--- src/rtl/xcs_pkg.sv ---
/*
 * Shared constants and carrier types for the transceiver control and status timing block.
 * Assumes a single 100 MHz core clock; all times below are converted to cycles of that clock.
 */
package xcs_pkg;

   // ==========================================================================
   // Clock
   // ==========================================================================
   localparam int unsigned XCS_CLK_MHZ = 100;
   localparam int unsigned XCS_CLK_PERIOD_NS = 10;

   // ==========================================================================
   // Times and derived cycle counts
   // ==========================================================================
   localparam int unsigned XCS_T_FAULT_RESET_US = 10;
   localparam int unsigned XCS_FAULT_RESET_CYC = XCS_T_FAULT_RESET_US * XCS_CLK_MHZ;
   localparam int unsigned XCS_T_REJECT_NS = 4500;
   localparam int unsigned XCS_REJECT_CYC = XCS_T_REJECT_NS / XCS_CLK_PERIOD_NS;
   localparam int unsigned XCS_T_TICK_US = 500;
   localparam int unsigned XCS_TICK_CYC = XCS_T_TICK_US * XCS_CLK_MHZ;
   localparam int unsigned XCS_T_INIT2_MS = 200;
   localparam int unsigned XCS_INIT2_CYC = XCS_T_INIT2_MS * 1000 * XCS_CLK_MHZ;
   localparam int unsigned XCS_T_DATA_MS = 400;
   localparam int unsigned XCS_DATA_CYC = XCS_T_DATA_MS * 1000 * XCS_CLK_MHZ;
   localparam int unsigned XCS_T_NVWR_MS = 13;
   localparam int unsigned XCS_NVWR_CYC = XCS_T_NVWR_MS * 1000 * XCS_CLK_MHZ;

   // ==========================================================================
   // Widths and limits
   // ==========================================================================
   localparam int unsigned XCS_FLT_W = 3;
   localparam int unsigned XCS_CNT_W = 26;
   localparam int unsigned XCS_FILT_W = 9;
   localparam int unsigned XCS_OFFCNT_W = 10;
   localparam logic [2:0] XCS_WR_MIN_BYTES = 3'h1;
   localparam logic [2:0] XCS_WR_MAX_BYTES = 3'h4;

   // ==========================================================================
   // Types
   // ==========================================================================
   typedef enum logic [1:0]
   {
      XCS_ST_INIT = 2'b00,
      XCS_ST_ON = 2'b01,
      XCS_ST_OFF = 2'b10
   } xcs_state_e;

   typedef struct packed
   {
      logic tx_fault;
      logic tx_off;
      logic rx_loss;
      logic rate_sel;
   } xcs_status_s;

   typedef struct packed
   {
      logic soft_tx_off;
      logic soft_rate_sel;
      logic irq_set;
   } xcs_ctrl_s;

endpackage : xcs_pkg

--- src/rtl/xcs_glitch_filter.sv ---
/*
 * Per-bit synchroniser and glitch filter for comparator outputs.
 * Assumes raw inputs may be asynchronous; output changes only after the input held its new level
 * for more than the reject time.
 */
`timescale 1ns/100ps
module xcs_glitch_filter
   import xcs_pkg::*;
#(
   parameter int unsigned WIDTH = 1
)
(
   input wire logic i_core_clk,
   input wire logic i_rstn,
   input wire logic [WIDTH-1:0] i_raw,
   output logic [WIDTH-1:0] o_clean
);

   // ==========================================================================
   // One synchroniser and stability counter per bit
   // ==========================================================================
   for (genvar b = 0; b < WIDTH; b++)
   begin : g_bit
      logic s1_q;
      logic s2_q;
      logic clean_q;
      logic clean_d;
      logic [XCS_FILT_W-1:0] cnt_q;
      logic [XCS_FILT_W-1:0] cnt_d;

      always_comb
      begin
         clean_d = clean_q;
         cnt_d = '0;
         if (s2_q != clean_q)
         begin
            // A level held for more cycles than the reject time is taken; shorter pulses are dropped.
            if (cnt_q == XCS_FILT_W'(XCS_REJECT_CYC))
            begin
               clean_d = s2_q;
            end
            else
            begin
               cnt_d = cnt_q + XCS_FILT_W'(1);
            end
         end
      end

      always_ff @(posedge i_core_clk)
      begin
         if (!i_rstn)
         begin
            s1_q <= 1'b0;
            s2_q <= 1'b0;
            clean_q <= 1'b0;
            cnt_q <= '0;
         end
         else
         begin
            s1_q <= i_raw[b];
            s2_q <= s1_q;
            clean_q <= clean_d;
            cnt_q <= cnt_d;
         end
      end

      assign o_clean[b] = clean_q;
   end

endmodule : xcs_glitch_filter

--- src/rtl/xcs_tick_div.sv ---
/*
 * Divider producing a one-cycle enable pulse every PERIOD core clock cycles.
 * Assumes the core clock is the only clock.
 */
`timescale 1ns/100ps
module xcs_tick_div
   import xcs_pkg::*;
#(
   parameter int unsigned PERIOD = XCS_TICK_CYC
)
(
   input wire logic i_core_clk,
   input wire logic i_rstn,
   output logic o_tick
);

   logic [XCS_CNT_W-1:0] cnt_q;
   logic [XCS_CNT_W-1:0] cnt_d;
   logic tick_q;
   logic tick_d;

   // ==========================================================================
   // Free-running count
   // ==========================================================================
   always_comb
   begin
      tick_d = 1'b0;
      cnt_d = cnt_q + XCS_CNT_W'(1);
      if (cnt_q == XCS_CNT_W'(PERIOD - 1))
      begin
         cnt_d = '0;
         tick_d = 1'b1;
      end
   end

   always_ff @(posedge i_core_clk)
   begin
      if (!i_rstn)
      begin
         cnt_q <= '0;
         tick_q <= 1'b0;
      end
      else
      begin
         cnt_q <= cnt_d;
         tick_q <= tick_d;
      end
   end

   assign o_tick = tick_q;

endmodule : xcs_tick_div

--- src/rtl/xcs_ctrl_status.sv ---
/*
 * Control and status timing of an optical transceiver manager: laser enable and power loop
 * start-up, transmit-fault latch and clear, signal-loss report, pin to status propagation,
 * fault masking after enable and the nonvolatile write busy window seen by the serial bus.
 * Assumes control pins are synchronous to the core clock and that the serial bus engine
 * reports address matches and write stops as one-cycle pulses.
 */
`timescale 1ns/100ps

module xcs_ctrl_status
   import xcs_pkg::*;
#(
   parameter int unsigned P_INIT_CYC = XCS_INIT2_CYC,
   parameter int unsigned P_DATA_CYC = XCS_DATA_CYC,
   parameter int unsigned P_TICK_CYC = XCS_TICK_CYC,
   parameter int unsigned P_NVWR_CYC = XCS_NVWR_CYC
)
(
   input wire logic i_core_clk,
   input wire logic i_rstn,
   input wire logic i_transmit_off_in,
   input wire logic i_rate_select_in,
   input wire logic [XCS_FLT_W-1:0] i_fault_src,
   input wire logic i_signal_loss_raw,
   input wire xcs_ctrl_s i_ctrl,
   input wire logic [7:0] i_fault_mask_interval,
   input wire logic [XCS_FLT_W-1:0] i_fault_source_mask,
   input wire logic i_wr_stop,
   input wire logic [2:0] i_wr_bytes,
   input wire logic i_addr_match,
   output logic o_transmit_fault_out,
   output logic o_receive_signal_loss_out,
   output logic o_rate_select_out,
   output logic o_irq_n,
   output logic o_laser_drive_en,
   output logic o_laser_power_loop_en,
   output logic o_data_ready,
   output xcs_status_s o_status,
   output logic o_nv_busy,
   output logic o_addr_ack,
   output logic o_addr_nack
);

   // ==========================================================================
   // Filtered comparators and suppression tick
   // ==========================================================================
   logic [XCS_FLT_W:0] filt_clean;
   logic tick;

   xcs_glitch_filter #(
      .WIDTH(XCS_FLT_W + 1)
   ) u_filter (
      .i_core_clk(i_core_clk),
      .i_rstn(i_rstn),
      .i_raw({i_signal_loss_raw, i_fault_src}),
      .o_clean(filt_clean)
   );

   xcs_tick_div #(
      .PERIOD(P_TICK_CYC)
   ) u_tick (
      .i_core_clk(i_core_clk),
      .i_rstn(i_rstn),
      .o_tick(tick)
   );

   // ==========================================================================
   // State
   // ==========================================================================
   xcs_state_e state_q;
   xcs_state_e state_d;
   logic [XCS_CNT_W-1:0] init_cnt_q;
   logic [XCS_CNT_W-1:0] init_cnt_d;
   logic [XCS_CNT_W-1:0] data_cnt_q;
   logic [XCS_CNT_W-1:0] data_cnt_d;
   logic [7:0] mask_cnt_q;
   logic [7:0] mask_cnt_d;
   logic [XCS_OFFCNT_W-1:0] off_cnt_q;
   logic [XCS_OFFCNT_W-1:0] off_cnt_d;
   logic fault_q;
   logic fault_d;
   logic loop_en_q;
   logic loop_en_d;
   logic drive_q;
   logic drive_d;
   logic data_rdy_q;
   logic data_rdy_d;
   logic fault_out_q;
   logic fault_out_d;
   logic los_q;
   logic los_d;
   logic rsel_q;
   logic rsel_d;
   logic irq_n_q;
   logic irq_n_d;
   xcs_status_s status_q;
   xcs_status_s status_d;
   logic tx_off;
   logic fault_set;
   logic fault_clr;

   assign tx_off = i_transmit_off_in | i_ctrl.soft_tx_off;
   // Sources are only looked at once the transmitter is on and the mask window has run out.
   assign fault_set = (|(filt_clean[XCS_FLT_W-1:0] & i_fault_source_mask))
                      & (state_q == XCS_ST_ON) & (mask_cnt_q == 8'h00);
   assign fault_clr = (off_cnt_q == XCS_OFFCNT_W'(XCS_FAULT_RESET_CYC));

   // ==========================================================================
   // Laser start-up and enable sequence
   // ==========================================================================
   always_comb
   begin
      state_d = state_q;
      init_cnt_d = init_cnt_q;
      mask_cnt_d = mask_cnt_q;
      loop_en_d = loop_en_q;
      if ((mask_cnt_q != 8'h00) && tick)
      begin
         mask_cnt_d = mask_cnt_q - 8'h01;
      end
      case (state_q)
         XCS_ST_INIT:
         begin
            init_cnt_d = init_cnt_q + XCS_CNT_W'(1);
            if (init_cnt_q == XCS_CNT_W'(P_INIT_CYC - 1))
            begin
               loop_en_d = 1'b1;
               mask_cnt_d = i_fault_mask_interval;
               state_d = tx_off ? XCS_ST_OFF : XCS_ST_ON;
            end
         end
         XCS_ST_ON:
         begin
            if (tx_off)
            begin
               state_d = XCS_ST_OFF;
            end
         end
         XCS_ST_OFF:
         begin
            if (!tx_off)
            begin
               state_d = XCS_ST_ON;
               mask_cnt_d = i_fault_mask_interval;
            end
         end
         default:
         begin
            state_d = XCS_ST_INIT;
         end
      endcase
   end

   // ==========================================================================
   // Fault latch, clear timer and data ready
   // ==========================================================================
   always_comb
   begin
      off_cnt_d = '0;
      if (tx_off)
      begin
         off_cnt_d = fault_clr ? off_cnt_q : off_cnt_q + XCS_OFFCNT_W'(1);
      end
      // A new fault in the clearing cycle wins over the clear.
      fault_d = fault_set | (fault_q & ~fault_clr);
      data_cnt_d = data_cnt_q;
      data_rdy_d = data_rdy_q;
      if (!data_rdy_q)
      begin
         data_cnt_d = data_cnt_q + XCS_CNT_W'(1);
         if (data_cnt_q == XCS_CNT_W'(P_DATA_CYC - 1))
         begin
            data_rdy_d = 1'b1;
         end
      end
   end

   // ==========================================================================
   // Pin and status outputs
   // ==========================================================================
   always_comb
   begin
      drive_d = (state_d == XCS_ST_ON) & ~fault_d;
      // The fault pin reads active until start-up finishes.
      fault_out_d = fault_d | (state_d == XCS_ST_INIT);
      los_d = filt_clean[XCS_FLT_W];
      rsel_d = i_ctrl.soft_rate_sel;
      irq_n_d = ~i_ctrl.irq_set;
      status_d.tx_fault = fault_out_d;
      status_d.tx_off = i_transmit_off_in;
      status_d.rx_loss = filt_clean[XCS_FLT_W];
      status_d.rate_sel = i_rate_select_in;
   end

   always_ff @(posedge i_core_clk)
   begin
      if (!i_rstn)
      begin
         state_q <= XCS_ST_INIT;
         init_cnt_q <= '0;
         data_cnt_q <= '0;
         mask_cnt_q <= 8'h00;
         off_cnt_q <= '0;
         fault_q <= 1'b0;
         loop_en_q <= 1'b0;
         drive_q <= 1'b0;
         data_rdy_q <= 1'b0;
         fault_out_q <= 1'b1;
         los_q <= 1'b0;
         rsel_q <= 1'b0;
         irq_n_q <= 1'b1;
         status_q <= '0;
      end
      else
      begin
         state_q <= state_d;
         init_cnt_q <= init_cnt_d;
         data_cnt_q <= data_cnt_d;
         mask_cnt_q <= mask_cnt_d;
         off_cnt_q <= off_cnt_d;
         fault_q <= fault_d;
         loop_en_q <= loop_en_d;
         drive_q <= drive_d;
         data_rdy_q <= data_rdy_d;
         fault_out_q <= fault_out_d;
         los_q <= los_d;
         rsel_q <= rsel_d;
         irq_n_q <= irq_n_d;
         status_q <= status_d;
      end
   end

   // ==========================================================================
   // Nonvolatile programming busy window
   // ==========================================================================
   logic [XCS_CNT_W-1:0] nv_cnt_q;
   logic [XCS_CNT_W-1:0] nv_cnt_d;
   logic nv_busy_q;
   logic nv_busy_d;
   logic ack_q;
   logic ack_d;
   logic nack_q;
   logic nack_d;

   always_comb
   begin
      nv_cnt_d = nv_cnt_q;
      nv_busy_d = nv_busy_q;
      if (nv_busy_q)
      begin
         nv_cnt_d = nv_cnt_q + XCS_CNT_W'(1);
         if (nv_cnt_q == XCS_CNT_W'(P_NVWR_CYC - 1))
         begin
            nv_busy_d = 1'b0;
         end
      end
      else if (i_wr_stop && (i_wr_bytes >= XCS_WR_MIN_BYTES) && (i_wr_bytes <= XCS_WR_MAX_BYTES))
      begin
         nv_busy_d = 1'b1;
         nv_cnt_d = '0;
      end
      ack_d = i_addr_match & ~nv_busy_q;
      nack_d = i_addr_match & nv_busy_q;
   end

   always_ff @(posedge i_core_clk)
   begin
      if (!i_rstn)
      begin
         nv_cnt_q <= '0;
         nv_busy_q <= 1'b0;
         ack_q <= 1'b0;
         nack_q <= 1'b0;
      end
      else
      begin
         nv_cnt_q <= nv_cnt_d;
         nv_busy_q <= nv_busy_d;
         ack_q <= ack_d;
         nack_q <= nack_d;
      end
   end

   assign o_transmit_fault_out = fault_out_q;
   assign o_receive_signal_loss_out = los_q;
   assign o_rate_select_out = rsel_q;
   assign o_irq_n = irq_n_q;
   assign o_laser_drive_en = drive_q;
   assign o_laser_power_loop_en = loop_en_q;
   assign o_data_ready = data_rdy_q;
   assign o_status = status_q;
   assign o_nv_busy = nv_busy_q;
   assign o_addr_ack = ack_q;
   assign o_addr_nack = nack_q;

endmodule : xcs_ctrl_status

--- config.mk ---
export PLATFORM = sky130hd
export DESIGN_NAME = xcs_ctrl_status
export DESIGN_NICKNAME = d
export VERILOG_FILES = /design/src/rtl/xcs_pkg.sv /design/src/rtl/xcs_glitch_filter.sv /design/src/rtl/xcs_tick_div.sv /design/src/rtl/xcs_ctrl_status.sv
export SDC_FILE = /design/constraint.sdc
export NUM_CORES = 1
export LEC_CHECK = 0
export BUFFER_PORTS_ARGS = -buffer_cell sky130_fd_sc_hd__buf_2
export CORE_ASPECT_RATIO = 0.7
export CORE_UTILIZATION = 45
export CTS_BUF_LIST = sky130_fd_sc_hd__clkbuf_8
export DETAILED_ROUTE_END_ITERATION = 10
export GPL_TIMING_DRIVEN = 0
export SYNTH_ARGS = -nofsm -noshare
export SYNTH_HDL_FRONTEND = slang
export SYNTH_SLANG_ARGS = --single-unit
--- constraint.sdc ---
create_clock -name i_core_clk -period 2 [get_ports i_core_clk]
set_input_delay 0.3 -clock i_core_clk [delete_from_list [all_inputs] [get_ports i_core_clk]]
set_output_delay 0.3 -clock i_core_clk [all_outputs]
set_load 0.05 [all_outputs]
==> metrics.txt, run 1 <==
worst slew pin tran 0.6595 ns; worst hold path class in -> reg; GRT Resource Usage Total 17.49%; Worst Path Arrival 2.32 ns; Gate Count Post-Synth 911; H-tree depth 4; detailed placement HPWL 11.07 mm; Top FF cell, synth dfxtp_1; CTS Buf Count 17; Fmax 514.3 MHz; clock tree buffer depth 2; Routed WL 16.09 mm; Max-slew headroom 55.69%; DR iter-0 viols 364; Core Rows 41; Power Density 730.3 nW/um^2; Avg Inst Size Synth 9.162 um^2; Clk Latency, worst-skew pair 0.47 ns; I/O Buffers 40; Syn Nets 954; non-filler cells in the finished layout 1228; clock-pin slew on the worst setup and hold paths 0.10 ns; post-route cell area 9478 um^2; GRT overflow 0; Vias 6210; Die W 164.8 um; largest net degree at the start of global routing 17; Residual DRC 0; Die Y-Extent 115.9 um; placed cells 1187; Max VDD drop 0.4079 mV; DP Area 8843 um^2; CTS Root Cell clkbuf_8; CP Class reg -> reg; Worst Path Required 2.37 ns; sequential cell area fraction in the yosys report 44.85%; final-report setup violation count 0; max_cap viols 0; Initial Util 46.09%; n_diodes 0; CP startpoint kind flop; Pleak 3.740 nW; I/O pin count 41; RSZ-0062 raised after global routing yes; Async SR Flop Fraction 0%; Vias/cell 5.057; Num Clock Sinks 187; die footprint 19110 um^2; area grow syn2layout 13.55%; outcome finished clean; max-slew violations 0; Layout Utilization 52.34%; core area 18110 um^2; routability cong. 0.8100; Final min period 1.945 ns; YS warnings 0; Final #Nets 1022; Worst Setup End Kind flop; Final Cycle Share 97.23%; CTS tree built; post-synthesis register bit count 187; first-pass GRT wire length 26.50 mm; per-cell routed wire length 13.10 um; Yosys cell types 58; Final Hold Vio Count 0; number of synthesized flops with an enable pin 0; Final Skew 0.01290 ns; antenna violations before repair 0; crit-path max FO 8; drt pass-1 iters 5; number of global-route vias before repair 5518; share of layout cells above drive strength 1 12.80%; Antenna Nets Post-Route 0; Post-Syn Area 8347 um^2
==> logic make-up (layout without fill, tap and decap cells) <==
kind of cell,count (synthesis),in the layout,synth area share [%]
flip-flops,187,187,44.85
buffers and inverters,42,123,2.383
multiplexers,15,15,1.814
XOR/XNOR,119,119,12.49
adder cells (fa/ha/maj),16,16,2.398
AND/OR/NAND/NOR,482,482,31.66
AO/OA/AOI/OAI,50,50,4.407
==> cell usage after synthesis (all sizes together) (3+ instances only) <==
library cell	number	share of area, %
a21boi	4	0.36
a21oi	7	0.51
and2	71	5.3
and3	39	2.9
and4	5	0.52
buf	11	0.99
clkbuf	17	0.76
dfxtp	187	45
ha	16	2.4
inv	14	0.63
mux2i	14	1.7
nand2	58	2.6
nand3	77	4.6
nand4	39	2.9
nand4b	3	0.31
nor2	108	4.9
nor2b	16	1.2
nor3	15	0.96
nor4	21	2.4
nor4b	4	0.42
o211a	8	0.96
o21a	10	0.90
o21ai	10	0.60
or2	3	0.22
or3	5	0.37
or4	6	0.58
xnor2	62	6.5
xor2	57	6.0
==> layout make-up <==
type	count	area, um^2
buffer	26	146.4
inverter	14	52.55
clock buffer	18	247.7
clock inverter	14	217.7
timing repair buffer	51	285.3
multi-input combinational	682	4483
fill	1700	8631
sequential	187	3750
tap	236	295.3
==> worst max-delay path, cell delays in order (launching register included) <==
cell and delay (ns):
dfxtp_2 0.34, or4b_4 0.54, nor4_4 0.43, a21oi_4 0.16
buf_4 0.19, o211a_1 0.20
==> power by group <==
part	switching [mW]	total [mW]	leakage, nW	internal (mW)
clock network	1.36	2.89	0.226	1.53
logic	0.156	0.243	2.00	0.0870
registers	0.0321	3.79	1.51	3.76
total	1.55	6.92	3.74	5.37
==> sequential cells by signal, summed over array words and instances, names as in the netlist, 2 cells and up <==
name                    cells
u_filter.g_bit.clean_q      4
u_filter.g_bit.s2_q         4
u_filter.g_bit.cnt_q       36
o_status                    4
data_cnt_q                 26
nv_cnt_q                   26
mask_cnt_q                  8
u_filter.g_bit.s1_q         4
off_cnt_q                  10
init_cnt_q                 26
state_q                     2
u_tick.cnt_q               26
==> stage by stage <==
step	setup TNS [ns]	hold WS [ns]	total power, mW	worst slack, ns
floorplan	0	0.3619	4.026	0.08289
global placement	-0.7976	0.4179	4.120	-0.1115
detailed placement	-0.8656	0.4203	4.121	-0.1276
CTS	-0.02493	0.009699	7.014	-0.02493
global route	-0.04746	0.02107	7.182	-0.01853
finish	0	0.03786	6.921	0.05543
==> metal layers <==
metal | part of all wire (%) | GRT usage, % | vias to the layer above | wire [um]
met1 | 56 | 25.89 | 2858 | 9003
met3 | 2.4 | 4.044 | 10 | 382
li1 | - | - | 3279 | -
met5 | 0 | 0 | - | 0
met2 | 41 | 25.15 | 63 | 6563
met4 | 0.86 | 4.771 | 0 | 138
==> path summary, 6_finish.rpt <==
kind	from	endpoint	slack [ns]	cells past startpoint
min reg2reg	u_filter.g_bit[1].s1_q	u_filter.g_bit[1].s2_q	0.44	1
min	i_rate_select_in	o_status[0]	0.04	2
max	init_cnt_q[8]	mask_cnt_q[3]	0.06	5
max reg2reg	init_cnt_q[8]	mask_cnt_q[3]	0.06	5
==> cell usage in the layout (no fill, tap or decap), types with 6 or more instances in the layout <==
cell | netlist | final
buf_2 | 3 | 42
nor4_4 | 4 | 6
o21a_1 | 10 | 10
nor2b_1 | 16 | 16
nor4_1 | 15 | 11
nand3_1 | 77 | 76
nand2_1 | 58 | 57
buf_4 | 4 | 12
inv_1 | 14 | 14
clkbuf_8 | 0 | 18
nor3_1 | 14 | 12
dfxtp_1 | 187 | 182
ha_1 | 16 | 16
xor2_1 | 57 | 57
nor2_1 | 108 | 107
nand4_1 | 39 | 39
o21ai_0 | 9 | 9
clkbuf_1 | 17 | 15
xnor2_1 | 62 | 62
and3_1 | 39 | 39
o211a_1 | 8 | 8
and2_1 | 70 | 70
mux2i_1 | 14 | 14
==> repair_timing <==
item	CTS	global route
resized for setup	3	21
endpoints found under the setup margin	15	51
hold endpoints to repair	1	0
hold buffers	1	0
gates cloned	0	1
setup buffers	1	8
pin swaps	1	7
Power figures use the tool's default switching activity.
==> inputs of run 2 (changes only) <==
--- a/config.mk
+++ b/config.mk
@@ -9,6 +9,7 @@
 export CORE_ASPECT_RATIO = 0.7
 export CORE_UTILIZATION = 45
 export CTS_BUF_LIST = sky130_fd_sc_hd__clkbuf_8
+export CTS_CLUSTER_DIAMETER = 150
 export DETAILED_ROUTE_END_ITERATION = 10
 export GPL_TIMING_DRIVEN = 0
 export SYNTH_ARGS = -nofsm -noshare
==> constraint.sdc (replaced) <==
create_clock -name i_core_clk -period 2.3 [get_ports i_core_clk]
set_input_delay 0.345 -clock i_core_clk [delete_from_list [all_inputs] [get_ports i_core_clk]]
set_output_delay 0.345 -clock i_core_clk [all_outputs]
set_load 0.05 [all_outputs]
==> run 2 against run 1 <==
Effect of this change: utilization decreased by 1.2 points; non-clock buffer count fell by 9; register-to-register slack gained 0.21 ns; cell count is 0.73% lower; setup slack improved by 0.21 ns; critical path depth stayed put; clock skew rose by 0.0046 ns; die area unchanged; global-route usage is 0.39 points higher; first-iteration DRC count is 5.5% higher.
==> metrics.txt, run 2 (synthesis gave the netlist of run 1 again) <==
crit-path max FO 10; Worst Path Required 2.66 ns; placed cells 1187; commonest cells after routing, fill and taps aside dfxtp_1, nor2_1, nand3_1; Residual DRC 0; I/O pin count 41; Vias/cell 5.030; Vias 6131; Final min period 2.033 ns; Final Cycle Share 88.41%; drt pass-1 iters 5; max_cap viols 0; Max-slew headroom 52.91%; number of flip-flops under the largest register name 36; CTS Root Cell clkbuf_8; Post-CTS Setup Bufs 0; Antenna Nets Post-Route 0; commonest non-fill, non-tap cell in the layout dfxtp_1; DR iter-0 viols 384; final setup margin 0.2666 ns; area grow syn2layout 11.00%; clock-pin slew on the worst setup and hold paths 0.09 ns; max-slew violations 0; first-pass GRT wire length 27.10 mm; Die Y-Extent 115.9 um; hold depth 2; clock tree buffer depth 2; worst hold path class in -> reg; Pleak 3.654 nW; routability cong. 0.7865; share of layout cells above drive strength 1 10.17%; core area 18110 um^2; Num Clock Sinks 187; I/O Buffers 40; Largest Register u_filter.g_bit.cnt_q; Final #Nets 1013; Routed WL 16.06 mm; pre-CTS setup slack 0.1109 ns; Worst Path Arrival 2.40 ns; Core Rows 41; CTS tree built; GRT overflow 0; non-filler cells in the finished layout 1219; per-cell routed wire length 13.17 um; Worst Setup End Kind flop; Power Density 627.3 nW/um^2; Pwr Total 5.812 mW; final-report setup violation count 0; die footprint 19110 um^2; CP startpoint kind flop; worst slew pin tran 0.7009 ns; Final Hold Vio Count 0; filler instances 1701; Hold Buf Count CTS 0; outcome finished clean; Initial Util 46.09%; detailed placement HPWL 11.14 mm; n_diodes 0; CTS Buf Count 17; Max VDD drop 0.2843 mV; RSZ-0062 raised after global routing no; Fmax 491.8 MHz; Reg2Reg Depth 5; H-tree depth 4; Clk Latency, worst-skew pair 0.46 ns; final setup TNS 0 ns; GRT Resource Usage Total 17.88%; Final Skew 0.01747 ns; largest net degree at the start of global routing 17; number of global-route vias before repair 5515; Layout Utilization 51.16%; antenna violations before repair 0; CP Class reg -> reg; Die W 164.8 um
[run 2: changes by cell type in the layout (fill, tap and decap cells not counted), sizes merged]
cell and delta:
buf -9, dlygate4sd3 -1, clkinvlp -2, inv +2, bufinv -2, clkbuf +1, clkinv +2
[run 2: final timing paths]
check,slack [ns],from,to
max,0.27,init_cnt_q[12],mask_cnt_q[2]
max reg2reg,0.27,init_cnt_q[12],mask_cnt_q[2]
min,0.04,i_ctrl[0],o_irq_n
min reg2reg,0.44,u_filter.g_bit[0].s1_q,u_filter.g_bit[0].s2_q
[run 2: through the flow]
stage                     area, um^2  hold slack (ns)
after floorplan                 8347           0.4069
after global placement          8842           0.4189
after detailed placement        8842           0.4181
after CTS                       9259         0.002399
after global routing            9265         0.008746
final                           9265          0.03698
[run 2: report_power, final]
group          total [mW]  leakage [nW]  internal [mW]  switching [mW]
sequential           3.30          1.51           3.27          0.0272
combinational       0.209          1.93         0.0730           0.136
clock                2.31         0.215           1.11            1.20
[run 2: repair_timing]
item                                    4_1_cts  5_1_grt
endpoints found under the hold margin         0        0
endpoints found under the setup margin        0        1
gates resized for setup                       0        1
[run 2: area by class of cell]
cell class | instances | area (um^2) | share of cell area, %
plain buffers | 28 | 146.4 | 1.580
repair buffers | 40 | 200.2 | 2.161
well taps | 236 | 295.3 | 3.187
multi-input cells | 682 | 4410 | 47.60
clock buffers | 18 | 247.7 | 2.674
inverters | 14 | 52.55 | 0.5672
clock inverters | 14 | 168.9 | 1.823
flip-flops and latches | 187 | 3744 | 40.41
[run 2: critical path, stage by stage (launching register included)]
cell and delay (ns):
dfxtp_1 0.36, or4bb_1 0.59, nor4_2 0.40, a21oi_2 0.20, buf_6 0.19, o211a_1 0.20
[run 2: layer usage]
layer	wire length (um)	GRT usage, %	up-vias
met2	6350	24.87	62
met5	0	0	-
li1	-	-	3259
met1	9118	27.15	2799
met4	157	5.321	0
met3	432	3.901	11
